[src/shared/wdt_map.svh]
// register map, field positions, reset values and timing counts of the watchdog timer unit
// assumes a 32-bit AXI4-Lite byte address and a 250 MHz aclk
`ifndef WDT_MAP_SVH
`define WDT_MAP_SVH

// ==========================================================
// register byte addresses
`define WDT_RELOAD_ADDR    32'hffff0360
`define WDT_COUNT_ADDR     32'hffff0364
`define WDT_CTRL_ADDR      32'hffff0368
`define WDT_SERVICE_ADDR   32'hffff036c

// ==========================================================
// reset values and masks
`define WDT_RELOAD_RST     16'h0000
`define WDT_COUNT_RST      16'hffff
`define WDT_CTRL_RST       16'h0000
`define WDT_SECURE_CLEAR_SEQUENCE_GENERATOR_RST       8'h00
`define WDT_CTRL_MASK      16'h01fe
`define WDT_SECURE_CLEAR_SEQUENCE_GENERATOR_TAPS      8'h63

// ==========================================================
// control field positions
`define WDT_BIT_UP         8
`define WDT_BIT_EN         7
`define WDT_BIT_PERIODIC   6
`define WDT_BIT_WDOG       5
`define WDT_BIT_SECURE     4
`define WDT_BIT_PRE_HI     3
`define WDT_BIT_PRE_LO     2
`define WDT_BIT_IRQOPT     1

// ==========================================================
// timing: 32.768 kHz source period, derived from the aclk period
`define WDT_SRC_PERIOD_PS  30517578
`define WDT_CLK_PERIOD_PS  4000
`define WDT_SRC_CYCLES     (`WDT_SRC_PERIOD_PS / `WDT_CLK_PERIOD_PS)
`define WDT_MAX_TIMEOUT_S  512

`endif

[src/shared/wdt_pkg.sv]
// types shared by the watchdog timer unit
// assumes nothing beyond a SystemVerilog compiler
package wdt_pkg;

    typedef enum logic [1:0] {
        WDT_RESP_OKAY   = 2'b00,
        WDT_RESP_SLVERR = 2'b10
    } wdt_resp_type;

    typedef enum logic [2:0] {
        WDT_PRE_DIV1   = 3'b001,
        WDT_PRE_DIV16  = 3'b010,
        WDT_PRE_DIV256 = 3'b100
    } wdt_pre_type;

endpackage
[src/logic/wdt_top.sv]
// watchdog timer unit: 16-bit timer with normal and watchdog modes, AXI4-Lite slave
// assumes one 250 MHz clock, synchronous active-low reset, one write and one read in flight
//
// Notes on behaviour
// - control bit 5 selects watchdog mode
// - watchdog counts down from reload to zero
// - prescale 256, full reload gives 512 s
// - watchdog counts from the 32 kHz tick
// - expiry gives reset or interrupt per bit 1
// - non-secure or matching service write reloads and restarts timeout
// - reload and control locked while in watchdog
// - normal mode uses 32 kHz tick, prescaled
// - reload is 16-bit read/write, resets zero
// - count is read-only, resets to all ones
// - control bit 8 selects count up
// - control bit 7 enables the counter
// - control bit 6 selects periodic operation
// - control bit 4 enables secure clear
// - bits 3:2 prescale 1/16/256, 11 as 00
// - bit 1 set: expiry raises interrupt, not reset
// - service write clears interrupt or restarts timeout
// - secure service must match sequence, else reset
// - zero seed always resets; sequence unreadable
`include "wdt_map.svh"

module wdt_top #(
    parameter int SRC_DIV = `WDT_SRC_CYCLES
) (
    input  wire logic        aclk,
    input  wire logic        aresetn,
    input  wire logic [31:0] awaddr,
    input  wire logic        awvalid,
    output logic             awready,
    input  wire logic [31:0] wdata,
    input  wire logic [3:0]  wstrb,
    input  wire logic        wvalid,
    output logic             wready,
    output logic [1:0]       bresp,
    output logic             bvalid,
    input  wire logic        bready,
    input  wire logic [31:0] araddr,
    input  wire logic        arvalid,
    output logic             arready,
    output logic [31:0]      rdata,
    output logic [1:0]       rresp,
    output logic             rvalid,
    input  wire logic        rready,
    output logic             wdt_irq,
    output logic             wdt_reset_req
);

    localparam int TW = $clog2(SRC_DIV);

    // ==========================================================
    // functions
    function automatic logic [15:0] merge16(input logic [15:0] old,
                                            input logic [31:0] d,
                                            input logic [3:0]  s);
        merge16 = {s[1] ? d[15:8] : old[15:8], s[0] ? d[7:0] : old[7:0]};
    endfunction

    function automatic wdt_pkg::wdt_pre_type pre_sel(input logic [1:0] code);
        case (code)
            2'b01:   pre_sel = wdt_pkg::WDT_PRE_DIV16;
            2'b10:   pre_sel = wdt_pkg::WDT_PRE_DIV256;
            default: pre_sel = wdt_pkg::WDT_PRE_DIV1;
        endcase
    endfunction

    // galois form of x8+x6+x5+x+1
    function automatic logic [7:0] secure_clear_sequence_generator_next(input logic [7:0] s);
        secure_clear_sequence_generator_next = {s[6:0], 1'b0} ^ (s[7] ? `WDT_SECURE_CLEAR_SEQUENCE_GENERATOR_TAPS : 8'h00);
    endfunction

    // ==========================================================
    // state
    logic [TW-1:0] tick_ff;
    logic [7:0]    pre_ff;
    logic [15:0]   reload_ff;
    logic [15:0]   count_ff;
    logic [15:0]   nxt_count;
    logic [15:0]   ctrl_ff;
    logic [7:0]    secure_clear_sequence_generator_ff;
    logic          irq_ff;
    logic          rst_ff;
    logic          aw_full_ff;
    logic          w_full_ff;
    logic [31:0]   awaddr_ff;
    logic [31:0]   wdata_ff;
    logic [3:0]    wstrb_ff;
    logic          bvalid_ff;
    logic [1:0]    bresp_ff;
    logic          rvalid_ff;
    logic [1:0]    rresp_ff;
    logic [31:0]   rdata_ff;

    // ==========================================================
    // decode
    wire wdog      = ctrl_ff[`WDT_BIT_WDOG];
    wire secure    = ctrl_ff[`WDT_BIT_SECURE];
    wire irqopt    = ctrl_ff[`WDT_BIT_IRQOPT];
    wire count_up  = ctrl_ff[`WDT_BIT_UP];
    wire cnt_en    = ctrl_ff[`WDT_BIT_EN];
    wire periodic  = ctrl_ff[`WDT_BIT_PERIODIC];
    wire tick      = (tick_ff == TW'(SRC_DIV - 1));
    wire wdt_pkg::wdt_pre_type pre = pre_sel(ctrl_ff[`WDT_BIT_PRE_HI:`WDT_BIT_PRE_LO]);
    wire pre_hit   = (pre == wdt_pkg::WDT_PRE_DIV1)
                   | ((pre == wdt_pkg::WDT_PRE_DIV16) & (pre_ff[3:0] == 4'hf))
                   | ((pre == wdt_pkg::WDT_PRE_DIV256) & (pre_ff == 8'hff));
    wire step      = tick & pre_hit;

    wire wr_fire   = aw_full_ff & w_full_ff;
    wire wr_reload = wr_fire & (awaddr_ff == `WDT_RELOAD_ADDR);
    wire wr_count  = wr_fire & (awaddr_ff == `WDT_COUNT_ADDR);
    wire wr_ctrl   = wr_fire & (awaddr_ff == `WDT_CTRL_ADDR);
    wire svc_wr    = wr_fire & (awaddr_ff == `WDT_SERVICE_ADDR);
    wire wr_hit    = wr_reload | wr_count | wr_ctrl | svc_wr;
    wire [15:0] ctrl_new = merge16(ctrl_ff, wdata_ff, wstrb_ff) & `WDT_CTRL_MASK;
    wire enter_wd  = wr_ctrl & ~wdog & ctrl_new[`WDT_BIT_WDOG];

    // a zero sequence state can never match a legal service
    wire sec_bad   = wdog & secure
                   & ((wdata_ff[7:0] != secure_clear_sequence_generator_ff) | (secure_clear_sequence_generator_ff == 8'h00));
    wire svc_ok    = svc_wr & ~sec_bad;
    wire expire    = wdog & step & (count_ff <= 16'h0001) & ~svc_ok;
    wire at_term   = count_up ? (count_ff == 16'hffff) : (count_ff == 16'h0000);
    wire nrm_term  = ~wdog & cnt_en & step & at_term;

    wire rd_reload = (araddr == `WDT_RELOAD_ADDR);
    wire rd_count  = (araddr == `WDT_COUNT_ADDR);
    wire rd_ctrl   = (araddr == `WDT_CTRL_ADDR);
    wire rd_svc    = (araddr == `WDT_SERVICE_ADDR);
    // service reads zero, keeping the sequence state hidden
    wire [31:0] rd_mux = rd_reload ? {16'h0000, reload_ff}
                       : rd_count  ? {16'h0000, count_ff}
                       : rd_ctrl   ? {16'h0000, ctrl_ff}
                       : 32'h0000_0000;

    // ==========================================================
    // bus handshakes
    assign awready       = ~aw_full_ff & ~bvalid_ff;
    assign wready        = ~w_full_ff & ~bvalid_ff;
    assign arready       = ~rvalid_ff;
    assign bvalid        = bvalid_ff;
    assign bresp         = bresp_ff;
    assign rvalid        = rvalid_ff;
    assign rresp         = rresp_ff;
    assign rdata         = rdata_ff;
    assign wdt_irq       = irq_ff;
    assign wdt_reset_req = rst_ff;

    // ==========================================================
    // write channel
    always_ff @(posedge aclk) begin
        if (!aresetn) begin
            aw_full_ff <= 1'b0;
            awaddr_ff  <= 32'h0000_0000;
        end else if (awvalid && awready) begin
            aw_full_ff <= 1'b1;
            awaddr_ff  <= awaddr;
        end else if (wr_fire) begin
            aw_full_ff <= 1'b0;
        end
    end

    always_ff @(posedge aclk) begin
        if (!aresetn) begin
            w_full_ff <= 1'b0;
            wdata_ff  <= 32'h0000_0000;
            wstrb_ff  <= 4'h0;
        end else if (wvalid && wready) begin
            w_full_ff <= 1'b1;
            wdata_ff  <= wdata;
            wstrb_ff  <= wstrb;
        end else if (wr_fire) begin
            w_full_ff <= 1'b0;
        end
    end

    always_ff @(posedge aclk) begin
        if (!aresetn) begin
            bvalid_ff <= 1'b0;
            bresp_ff  <= wdt_pkg::WDT_RESP_OKAY;
        end else if (wr_fire) begin
            bvalid_ff <= 1'b1;
            bresp_ff  <= wr_hit ? wdt_pkg::WDT_RESP_OKAY : wdt_pkg::WDT_RESP_SLVERR;
        end else if (bready) begin
            bvalid_ff <= 1'b0;
        end
    end

    // ==========================================================
    // read channel
    always_ff @(posedge aclk) begin
        if (!aresetn) begin
            rvalid_ff <= 1'b0;
            rresp_ff  <= wdt_pkg::WDT_RESP_OKAY;
            rdata_ff  <= 32'h0000_0000;
        end else if (arvalid && arready) begin
            rvalid_ff <= 1'b1;
            rresp_ff  <= (rd_reload | rd_count | rd_ctrl | rd_svc)
                         ? wdt_pkg::WDT_RESP_OKAY : wdt_pkg::WDT_RESP_SLVERR;
            rdata_ff  <= rd_mux;
        end else if (rready) begin
            rvalid_ff <= 1'b0;
        end
    end

    // ==========================================================
    // tick and prescaler; both free-run so the first step can come early by up to one period
    always_ff @(posedge aclk) begin
        if (!aresetn) begin
            tick_ff <= '0;
            pre_ff  <= 8'h00;
        end else begin
            tick_ff <= tick ? '0 : tick_ff + TW'(1);
            pre_ff  <= tick ? pre_ff + 8'h01 : pre_ff;
        end
    end

    // ==========================================================
    // registers
    always_ff @(posedge aclk) begin
        if (!aresetn) begin
            reload_ff <= `WDT_RELOAD_RST;
            ctrl_ff   <= `WDT_CTRL_RST;
        end else if (!wdog) begin
            if (wr_reload)
                reload_ff <= merge16(reload_ff, wdata_ff, wstrb_ff);
            if (wr_ctrl)
                ctrl_ff <= ctrl_new;
        end
    end

    // ==========================================================
    // counter
    always_comb begin
        nxt_count = count_ff;
        if (enter_wd) begin
            nxt_count = reload_ff;
        end else if (wdog) begin
            if (svc_ok || expire)
                nxt_count = reload_ff;
            else if (step)
                nxt_count = count_ff - 16'h0001;
        end else if (cnt_en && step) begin
            if (at_term)
                nxt_count = periodic ? reload_ff
                          : (count_up ? 16'h0000 : 16'hffff);
            else
                nxt_count = count_up ? count_ff + 16'h0001 : count_ff - 16'h0001;
        end
    end

    always_ff @(posedge aclk) begin
        if (!aresetn)
            count_ff <= `WDT_COUNT_RST;
        else
            count_ff <= nxt_count;
    end

    // ==========================================================
    // secure sequence, interrupt and reset request
    always_ff @(posedge aclk) begin
        if (!aresetn)
            secure_clear_sequence_generator_ff <= `WDT_SECURE_CLEAR_SEQUENCE_GENERATOR_RST;
        else if (svc_wr && !wdog)
            secure_clear_sequence_generator_ff <= wdata_ff[7:0];
        else if (svc_ok && secure)
            secure_clear_sequence_generator_ff <= secure_clear_sequence_generator_next(secure_clear_sequence_generator_ff);
    end

    // a new event wins over a service clear in the same cycle
    always_ff @(posedge aclk) begin
        if (!aresetn) begin
            irq_ff <= 1'b0;
            rst_ff <= 1'b0;
        end else begin
            irq_ff <= (irq_ff & ~svc_wr) | nrm_term | (expire & irqopt);
            rst_ff <= rst_ff | (expire & ~irqopt) | (svc_wr & sec_bad);
        end
    end

    // ==========================================================
    // assertions
    property p_lock;
        @(posedge aclk) disable iff (!aresetn)
        wdog |=> $stable(ctrl_ff) && $stable(reload_ff);
    endproperty
    a_lock: assert property (p_lock) else $error("locked register changed");

    property p_enter;
        @(posedge aclk) disable iff (!aresetn)
        enter_wd |=> wdog && count_ff == $past(reload_ff);
    endproperty
    a_enter: assert property (p_enter) else $error("entry did not load");

    property p_down;
        @(posedge aclk) disable iff (!aresetn)
        wdog && step && count_ff > 16'h0001 && !svc_wr |=> count_ff == $past(count_ff) - 16'h0001;
    endproperty
    a_down: assert property (p_down) else $error("watchdog did not decrement");

    property p_expire_rst;
        @(posedge aclk) disable iff (!aresetn)
        wdog && step && count_ff <= 16'h0001 && !svc_wr && !irqopt |=> rst_ff [*3];
    endproperty
    a_expire_rst: assert property (p_expire_rst) else $error("no reset on expiry");

    property p_expire_irq;
        @(posedge aclk) disable iff (!aresetn)
        wdog && step && count_ff <= 16'h0001 && !svc_wr && irqopt && !rst_ff |=> irq_ff && !rst_ff;
    endproperty
    a_expire_irq: assert property (p_expire_irq) else $error("no irq on expiry");

    property p_service;
        @(posedge aclk) disable iff (!aresetn)
        wdog && svc_wr && !secure |=> count_ff == $past(reload_ff) && !rst_ff == !$past(rst_ff);
    endproperty
    a_service: assert property (p_service) else $error("service did not reload");

    property p_secure_bad;
        @(posedge aclk) disable iff (!aresetn)
        wdog && secure && svc_wr && (wdata_ff[7:0] != secure_clear_sequence_generator_ff || secure_clear_sequence_generator_ff == 8'h00) |=> rst_ff;
    endproperty
    a_secure_bad: assert property (p_secure_bad) else $error("bad secure service kept");

    property p_irq_hold;
        @(posedge aclk) disable iff (!aresetn)
        irq_ff && !svc_wr |=> irq_ff;
    endproperty
    a_irq_hold: assert property (p_irq_hold) else $error("irq dropped without service");

    property p_pre11;
        @(posedge aclk) disable iff (!aresetn)
        ctrl_ff[`WDT_BIT_PRE_HI:`WDT_BIT_PRE_LO] == 2'b11 |-> step == tick;
    endproperty
    a_pre11: assert property (p_pre11) else $error("prescale 11 not divide by 1");

    property p_halt;
        @(posedge aclk) disable iff (!aresetn)
        !wdog && !cnt_en && !wr_ctrl |=> $stable(count_ff);
    endproperty
    a_halt: assert property (p_halt) else $error("halted counter moved");

    property p_up;
        @(posedge aclk) disable iff (!aresetn)
        !wdog && cnt_en && count_up && step && count_ff != 16'hffff && !wr_ctrl
        |=> count_ff == $past(count_ff) + 16'h0001;
    endproperty
    a_up: assert property (p_up) else $error("up count wrong");

endmodule

[config.mk]
export PLATFORM = sky130hd
export DESIGN_NAME = wdt_top
export DESIGN_NICKNAME = d
export VERILOG_FILES = /design/src/shared/wdt_pkg.sv /design/src/logic/wdt_top.sv
export VERILOG_INCLUDE_DIRS = /design/src /design/src/shared
export SDC_FILE = /design/constraint.sdc
export NUM_CORES = 1
export LEC_CHECK = 0
export ABC_AREA = 0
export BUFFER_PORTS_ARGS = -buffer_cell sky130_fd_sc_hd__clkbuf_2
export CAP_MARGIN = 20
export CORE_MARGIN = 10
export CORE_UTILIZATION = 25
export CTS_CLUSTER_SIZE = 10
export DETAILED_ROUTE_END_ITERATION = 12
export PLACE_DENSITY_LB_ADDON = 0.1
export SYNTH_ARGS = -nofsm -noshare
export SYNTH_HDL_FRONTEND = slang
export SYNTH_SLANG_ARGS = --single-unit
[constraint.sdc]
create_clock -name aclk -period 3.34 [get_ports aclk]
set_clock_uncertainty 0.15 [all_clocks]
set_input_delay 0.167 -clock aclk [delete_from_list [all_inputs] [get_ports aclk]]
set_output_delay 0.167 -clock aclk [all_outputs]
set_load 0.02 [all_outputs]
==> results.toml, run 1 <==
[outcome]
status = "completed"

[setup_path]
cp-start-kind = "flop"
rr_worst_depth = 7
worstPathArrival_ns = 3.25
crit_type = "reg -> reg"
timing.rr.end = "count_ff[6]"
crit_path_start = "awaddr_ff[13]"
path_max_fanout = 7
r2r-start = "awaddr_ff[13]"
cp.required_ns = 3.53
cp-end-kind = "flop"
r2r_slack_ns = 0.27

[global_routing]
overflow = 0
grt_max_degree = 80
first_global_vias = 7365
grt_use_total_pct = 13.9
antenna_found_initial = 0
grt_pass1_wl_mm = 42.6

[placement]
io_buffers = 113
dpl.hpwl_mm = 18.8
dp.cells = 1420
place_area_um2 = 8570
place.gp.congestion = 0.826

[worst_hold_path]
hold_class = "in -> reg"
min_to = "secure_clear_sequence_generator_ff[2]"
hold_depth = 3
hold_start = "aresetn"

[sta]
finalSetupViolations = 0
period_share_pct = 91.8
finalSetupTns_ns = 0
finalHoldViolations = 0
hold_slack_ns = 0.0117
fmax_mhz = 326
slew_violations = 0
relSlewSlack_pct = 41.0
worstMarginPinSlew_ns = 0.882
finalCriticalPeriod_ns = 3.07
rsz0062_at_grt = "false"

[drt]
routed-via-count = 7306
routed_wl_mm = 26.4
vias_per_cell = 4.85
drt_iter0_markers = 337
wire_per_inst_um = 17.5
postRouteAntennaNets = 0
drc_errors = 0
dr.pass1.iters = 5

[yosys]
muxShareOfSynthArea_pct = 6.09
synth_common_cells = "nand2_1 (151), dfxtp_1 (143), a21oi_1 (105)"
synth_top_family_by_area = "simple AND/OR/NAND/NOR gates"
synth.distinct_cells = 74
async_reset_ff_share_pct = 0
synth_top_area_share_pct = 37.8
syn_area_um2 = 7560
yosysWarnings = 0
ys_ff_latch = 143
synthCells = 950
synth-compound-area-share_pct = 19.3
synth_xor_area_share_pct = 5.90
syn_area_per_cell_um2 = 7.96
synth_area_leaders = "dfxtp_1 (38%), nand2_1 (7.5%), a21oi_1 (6.9%), mux2i_1 (4.9%), nor2_1 (4.7%)"
synthAdderAreaFrac_pct = 1.32
yosys.area_share.simple_pct = 23.2
synth-edff-count = 0
synth_top_area_cell = "dfxtp_1"
synth_seq_area_share_pct = 37.8
yosys_most_used_dff = "dfxtp_1"
synth.most_common_cell = "nand2_1"

[floorplan]
rows = 63
die_h_um = 194
start_util_pct = 25.5
die-area_um2 = 37600
die_w_um = 194
design.core.area_um2 = 29700
ioPinCount = 150

[clock_network]
clk_latency_ns = 0.43
cts-htree-levels = 4
postCtsSetupBuffers = 0
cts_tree = "yes"
clockBufferDepth = 2
cts_sinks = 143
root_buffer = "clkbuf_16"
clk_pin_slew_ns = 0.07
cts_buffers = 17
cts_resized = 0

[power]
p_leak_uw = 0.00403
peakVddDrop_uv = 298
powerDensity_nw_per_um2 = 426

[layout]
final_core_utilization_pct = 32.7
num_antenna_cells = 0
layout.cells.non_filler = 1507
area_growth_pct = 28.6
layout-drive-gt1-share_pct = 18.5
stdcell_area_um2 = 9730
finalNetCount = 1219

[flow_run]
cap_viol_max_count = 0
[stage by stage]
| stage | setup slack [ns] | total power, uW |
|---|---|---|
| 6_report | 0.275 | 4140 |
| 5_1_grt | 0.0371 | 4340 |
| 4_1_cts | 0.331 | 4220 |
| 3_5_place_dp | 0.361 | 2130 |
| 3_3_place_gp | 0.394 | 2120 |
| 2_1_floorplan | 0.757 | 2010 |
[cell type report]
| cell class | count | area (um^2) |
|---|---|---|
| Clock buffer | 18 | 439 |
| Multi-Input combinational cell | 723 | 4290 |
| Sequential cell | 143 | 2860 |
| Timing Repair Buffer | 205 | 1420 |
| Inverter | 14 | 53.8 |
| Clock inverter | 14 | 170 |
| Fill cell | 3138 | 20000 |
| Tap cell | 390 | 488 |
[layout by cell type (no fill, tap or decap), types with 4 or more instances in the layout]
cell type and n:
a21oi_1 105, nand2_1 151, a22oi_1 22, a211oi_1 6, ha_1 8, nand2b_1 10
dfxtp_1 143, nor4_1 9, nor2_1 95, a31oi_1 8, and2_1 5, o211ai_1 4
nand3_1 14, a32oi_1 5, mux2i_1 37, buf_4 36, xor2_1 32, o211a_1 4
nand4_1 17, nand4b_1 5, nor3_1 14, o21ai_0 30, and4_1 6, o22ai_1 9
or3_1 5, a21o_1 5, and3_1 9, dlygate4sd3_1 54, mux2_2 8, o21a_1 5
inv_6 6, clkbuf_16 17, clkbuf_2 113, conb_1 18, xnor2_1 19, inv_1 13
[cells by family (layout without fill, tap and decap cells)]
kind of cell	count (synthesis)	count (layout)
AND/OR/NAND/NOR	368	368
AO/OA/AOI/OAI	233	233
flip-flops	143	143
buffers and inverters	101	251
XOR/XNOR	51	51
multiplexers	45	45
adder cells (fa/ha/maj)	8	8
other	1	18
[where the power goes]
part           total (uW)  internal [uW]  switching (uW)  leakage, uW
logic                 345            152             193      0.00257
clock network        2000           1150             851     0.000295
registers            1790           1750            38.2      0.00116
total                4140           3060            1080      0.00403
[state kept, by name (all words and copies together) (netlist names), 2 cells and up]
| register | cells |
|---|---|
| awaddr_ff | 32 |
| count_ff | 16 |
| ctrl_ff | 8 |
| pre_ff | 8 |
| rdata | 16 |
| reload_ff | 16 |
| secure_clear_sequence_generator_ff | 8 |
| tick_ff | 13 |
| wdata_ff | 16 |
| wstrb_ff | 2 |
[routing by layer]
| layer | GRT usage (%) | up-vias | part of all wire (%) |
|---|---|---|---|
| met2 | 21.1 | 228 | 44 |
| met5 | 0 | - | 0 |
| met4 | 3.69 | 0 | 1.5 |
| met3 | 3.42 | 19 | 5.5 |
| li1 | - | 3642 | - |
| met1 | 19.0 | 3417 | 49 |
[worst max-delay path, cell delays in order, from the launching register on]
cell and delay [ns]:
dfxtp_1 0.31, nor4b_1 0.53, nand4_1 0.32, or3_1 0.49, a21oi_2 0.44, nor3_2 0.24, a211o_1 0.30, a22oi_1 0.20
[timing repair]
action / 4_1_cts / 5_1_grt
hold buffers: 54 / 0
endpoints found under the hold margin: 53 / 0
setup endpoints to repair: 0 / 0
[worst max path at each step]
stage	end	slack (ns)
floorplan	count_ff[10]	0.76
global placement	count_ff[6]	0.39
detailed placement	count_ff[6]	0.36
CTS	count_ff[6]	0.33
global route	count_ff[6]	0.04
finish	count_ff[6]	0.27
Power figures use the tool's default switching activity.
==> run 2: changes to the inputs <==
--- a/config.mk
+++ b/config.mk
@@ -9,6 +9,8 @@
 export ABC_AREA = 0
 export BUFFER_PORTS_ARGS = -buffer_cell sky130_fd_sc_hd__clkbuf_2
 export CAP_MARGIN = 20
+export CELL_PAD_IN_SITES_DETAIL_PLACEMENT = 0
+export CELL_PAD_IN_SITES_GLOBAL_PLACEMENT = 1
 export CORE_MARGIN = 10
 export CORE_UTILIZATION = 25
 export CTS_CLUSTER_SIZE = 10
==> run 2 against run 1 <==
Net effect: via count down 1.1%; final cell count about the same; clock power about the same; critical endpoint unchanged; largest power group unchanged.
==> results.toml, run 2 (synthesis gave the netlist of run 1 again) <==
[setup_path]
worstPathArrival_ns = 3.11
path_max_fanout = 7
critPathMaxStageDelay_ns = 0.64
rr_worst_depth = 7
crit_path_start = "count_ff[12]"
crit_type = "reg -> reg"
cp-end-kind = "flop"
r2r-start = "count_ff[12]"
cp-start-kind = "flop"
slowest_stage = "or4_1"
cp.required_ns = 3.54
cp_cell_sequence = "or4_1, nor4_4, o211a_1, and2_0, nor3_2, a211o_1, a22oi_1"

[outcome]
status = "completed"

[power]
p_sw_uw = 1070
p_total_uw = 4110
clkPwrFrac_pct = 48.2
sequentialPowerShare_pct = 43.6
power.internal_uw = 3040
switching_share_pct = 26.0
peakVddDrop_uv = 312
powerDensity_nw_per_um2 = 423
combPwrFrac_pct = 8.2
p_leak_uw = 0.00402

[clock_network]
postCtsSetupBuffers = 0
cts_tree = "yes"
cts_resized = 0
root_buffer = "clkbuf_16"
cts-htree-levels = 4
cts_sinks = 143
clk_pin_slew_ns = 0.07
clk_latency_ns = 0.43
clockBufferDepth = 2
cts_buffers = 17
holdBufCountCts = 54

[floorplan]
start_util_pct = 25.5
ioPinCount = 150
die_h_um = 194
die-area_um2 = 37600
die_w_um = 194
design.core.area_um2 = 29700
rows = 63

[global_routing]
overflow = 0
grt_max_degree = 68
use_met1_pct = 18.7
first_global_vias = 7446
antenna_found_initial = 0
grt_use_total_pct = 14.0
gr-usage-met2_pct = 21.9
grtUsageMet3_pct = 3.35
busiest_layer = "met2"
grt_pass1_wl_mm = 42.7

[drt]
routed_wl_mm = 26.7
drc_errors = 0
routed-via-count = 7228
wire_per_inst_um = 17.7
vias_per_cell = 4.79
postRouteAntennaNets = 0
dr.pass1.iters = 5
drt_iter0_markers = 307

[layout]
layout-drive-gt1-share_pct = 18.6
regMostFlops = "awaddr_ff"
largest_register_ffs = 32
area_growth_pct = 28.4
num_antenna_cells = 0
final_common_cell = "nand2_1"
stdcell_area_um2 = 9710
regArea_um2 = 2860
multi_input_area_um2 = 4290
finalNetCount = 1220
nFillCells = 3162
layout_common_cells = "nand2_1 (151), dfxtp_1 (143), clkbuf_2 (113)"
layout.cells.non_filler = 1508

[sta]
fmax_mhz = 343
finalHoldViolations = 0
relSlewSlack_pct = 31.1
period_share_pct = 87.3
finalSetupViolations = 0
finalCriticalPeriod_ns = 2.92
finalSetupTns_ns = 0
rsz0062_at_grt = "false"
fin_ws_ns = 0.423
worstMarginPinSlew_ns = 1.03
slew_violations = 0

[placement]
post-place-ws_ns = 0.440
io_buffers = 113
dp.cells = 1422
dpl.hpwl_mm = 19.5
place.gp.congestion = 0.782
place_area_um2 = 8580

[worst_hold_path]
hold_class = "in -> reg"
hold_depth = 3
hold_start = "aresetn"

[flow_run]
cap_viol_max_count = 0
## run 2: final timing paths
path                        end  slack [ns]
setup / recovery    count_ff[6]        0.42
hold / removal      count_ff[8]        0.12
setup reg to reg    count_ff[6]        0.42
hold reg to reg   awaddr_ff[10]        0.30
## run 2: worst max-delay path: cells and delay by family, from the launching register on
family          cells  cell delay (ns)
compound gates      3             0.78
flops               1             0.32
simple gates        4             1.59
## run 2: per-stage QoR
step | utilization [%] | hold slack, ns
after floorplan | - | 0.116
after CTS | 32.7 | 0.112
after global placement | 28.8 | 0.210
after global routing | 32.7 | 0.134
final | 32.7 | 0.120
after detailed placement | 28.9 | 0.209
## run 2: area by class of cell
class                      instances  share of cell area [%]
tap                              390                    5.02
multi-input combinational        723                    44.2
timing repair buffer             206                    14.6
inverter                          14                   0.554
clock buffer                      19                    4.56
sequential                       143                    29.5
clock inverter                    13                    1.57
## run 2: routing by layer
| metal | part of all wire (%) | routed length [um] |
|---|---|---|
| met5 | 0 | 0 |
| met1 | 50 | 13300 |
| met4 | 1.3 | 339 |
| met3 | 4.3 | 1160 |
| met2 | 45 | 11900 |
## run 2: power groups by stage
stage          sequential [uW]  combinational, uW  clock [uW]
6_report                  1790                338        1980
4_1_cts                   1790                345        2040
2_1_floorplan             1820                191           0
5_1_grt                   1800                382        2110
3_3_place_gp              1830                285           0
3_5_place_dp              1830                295           0
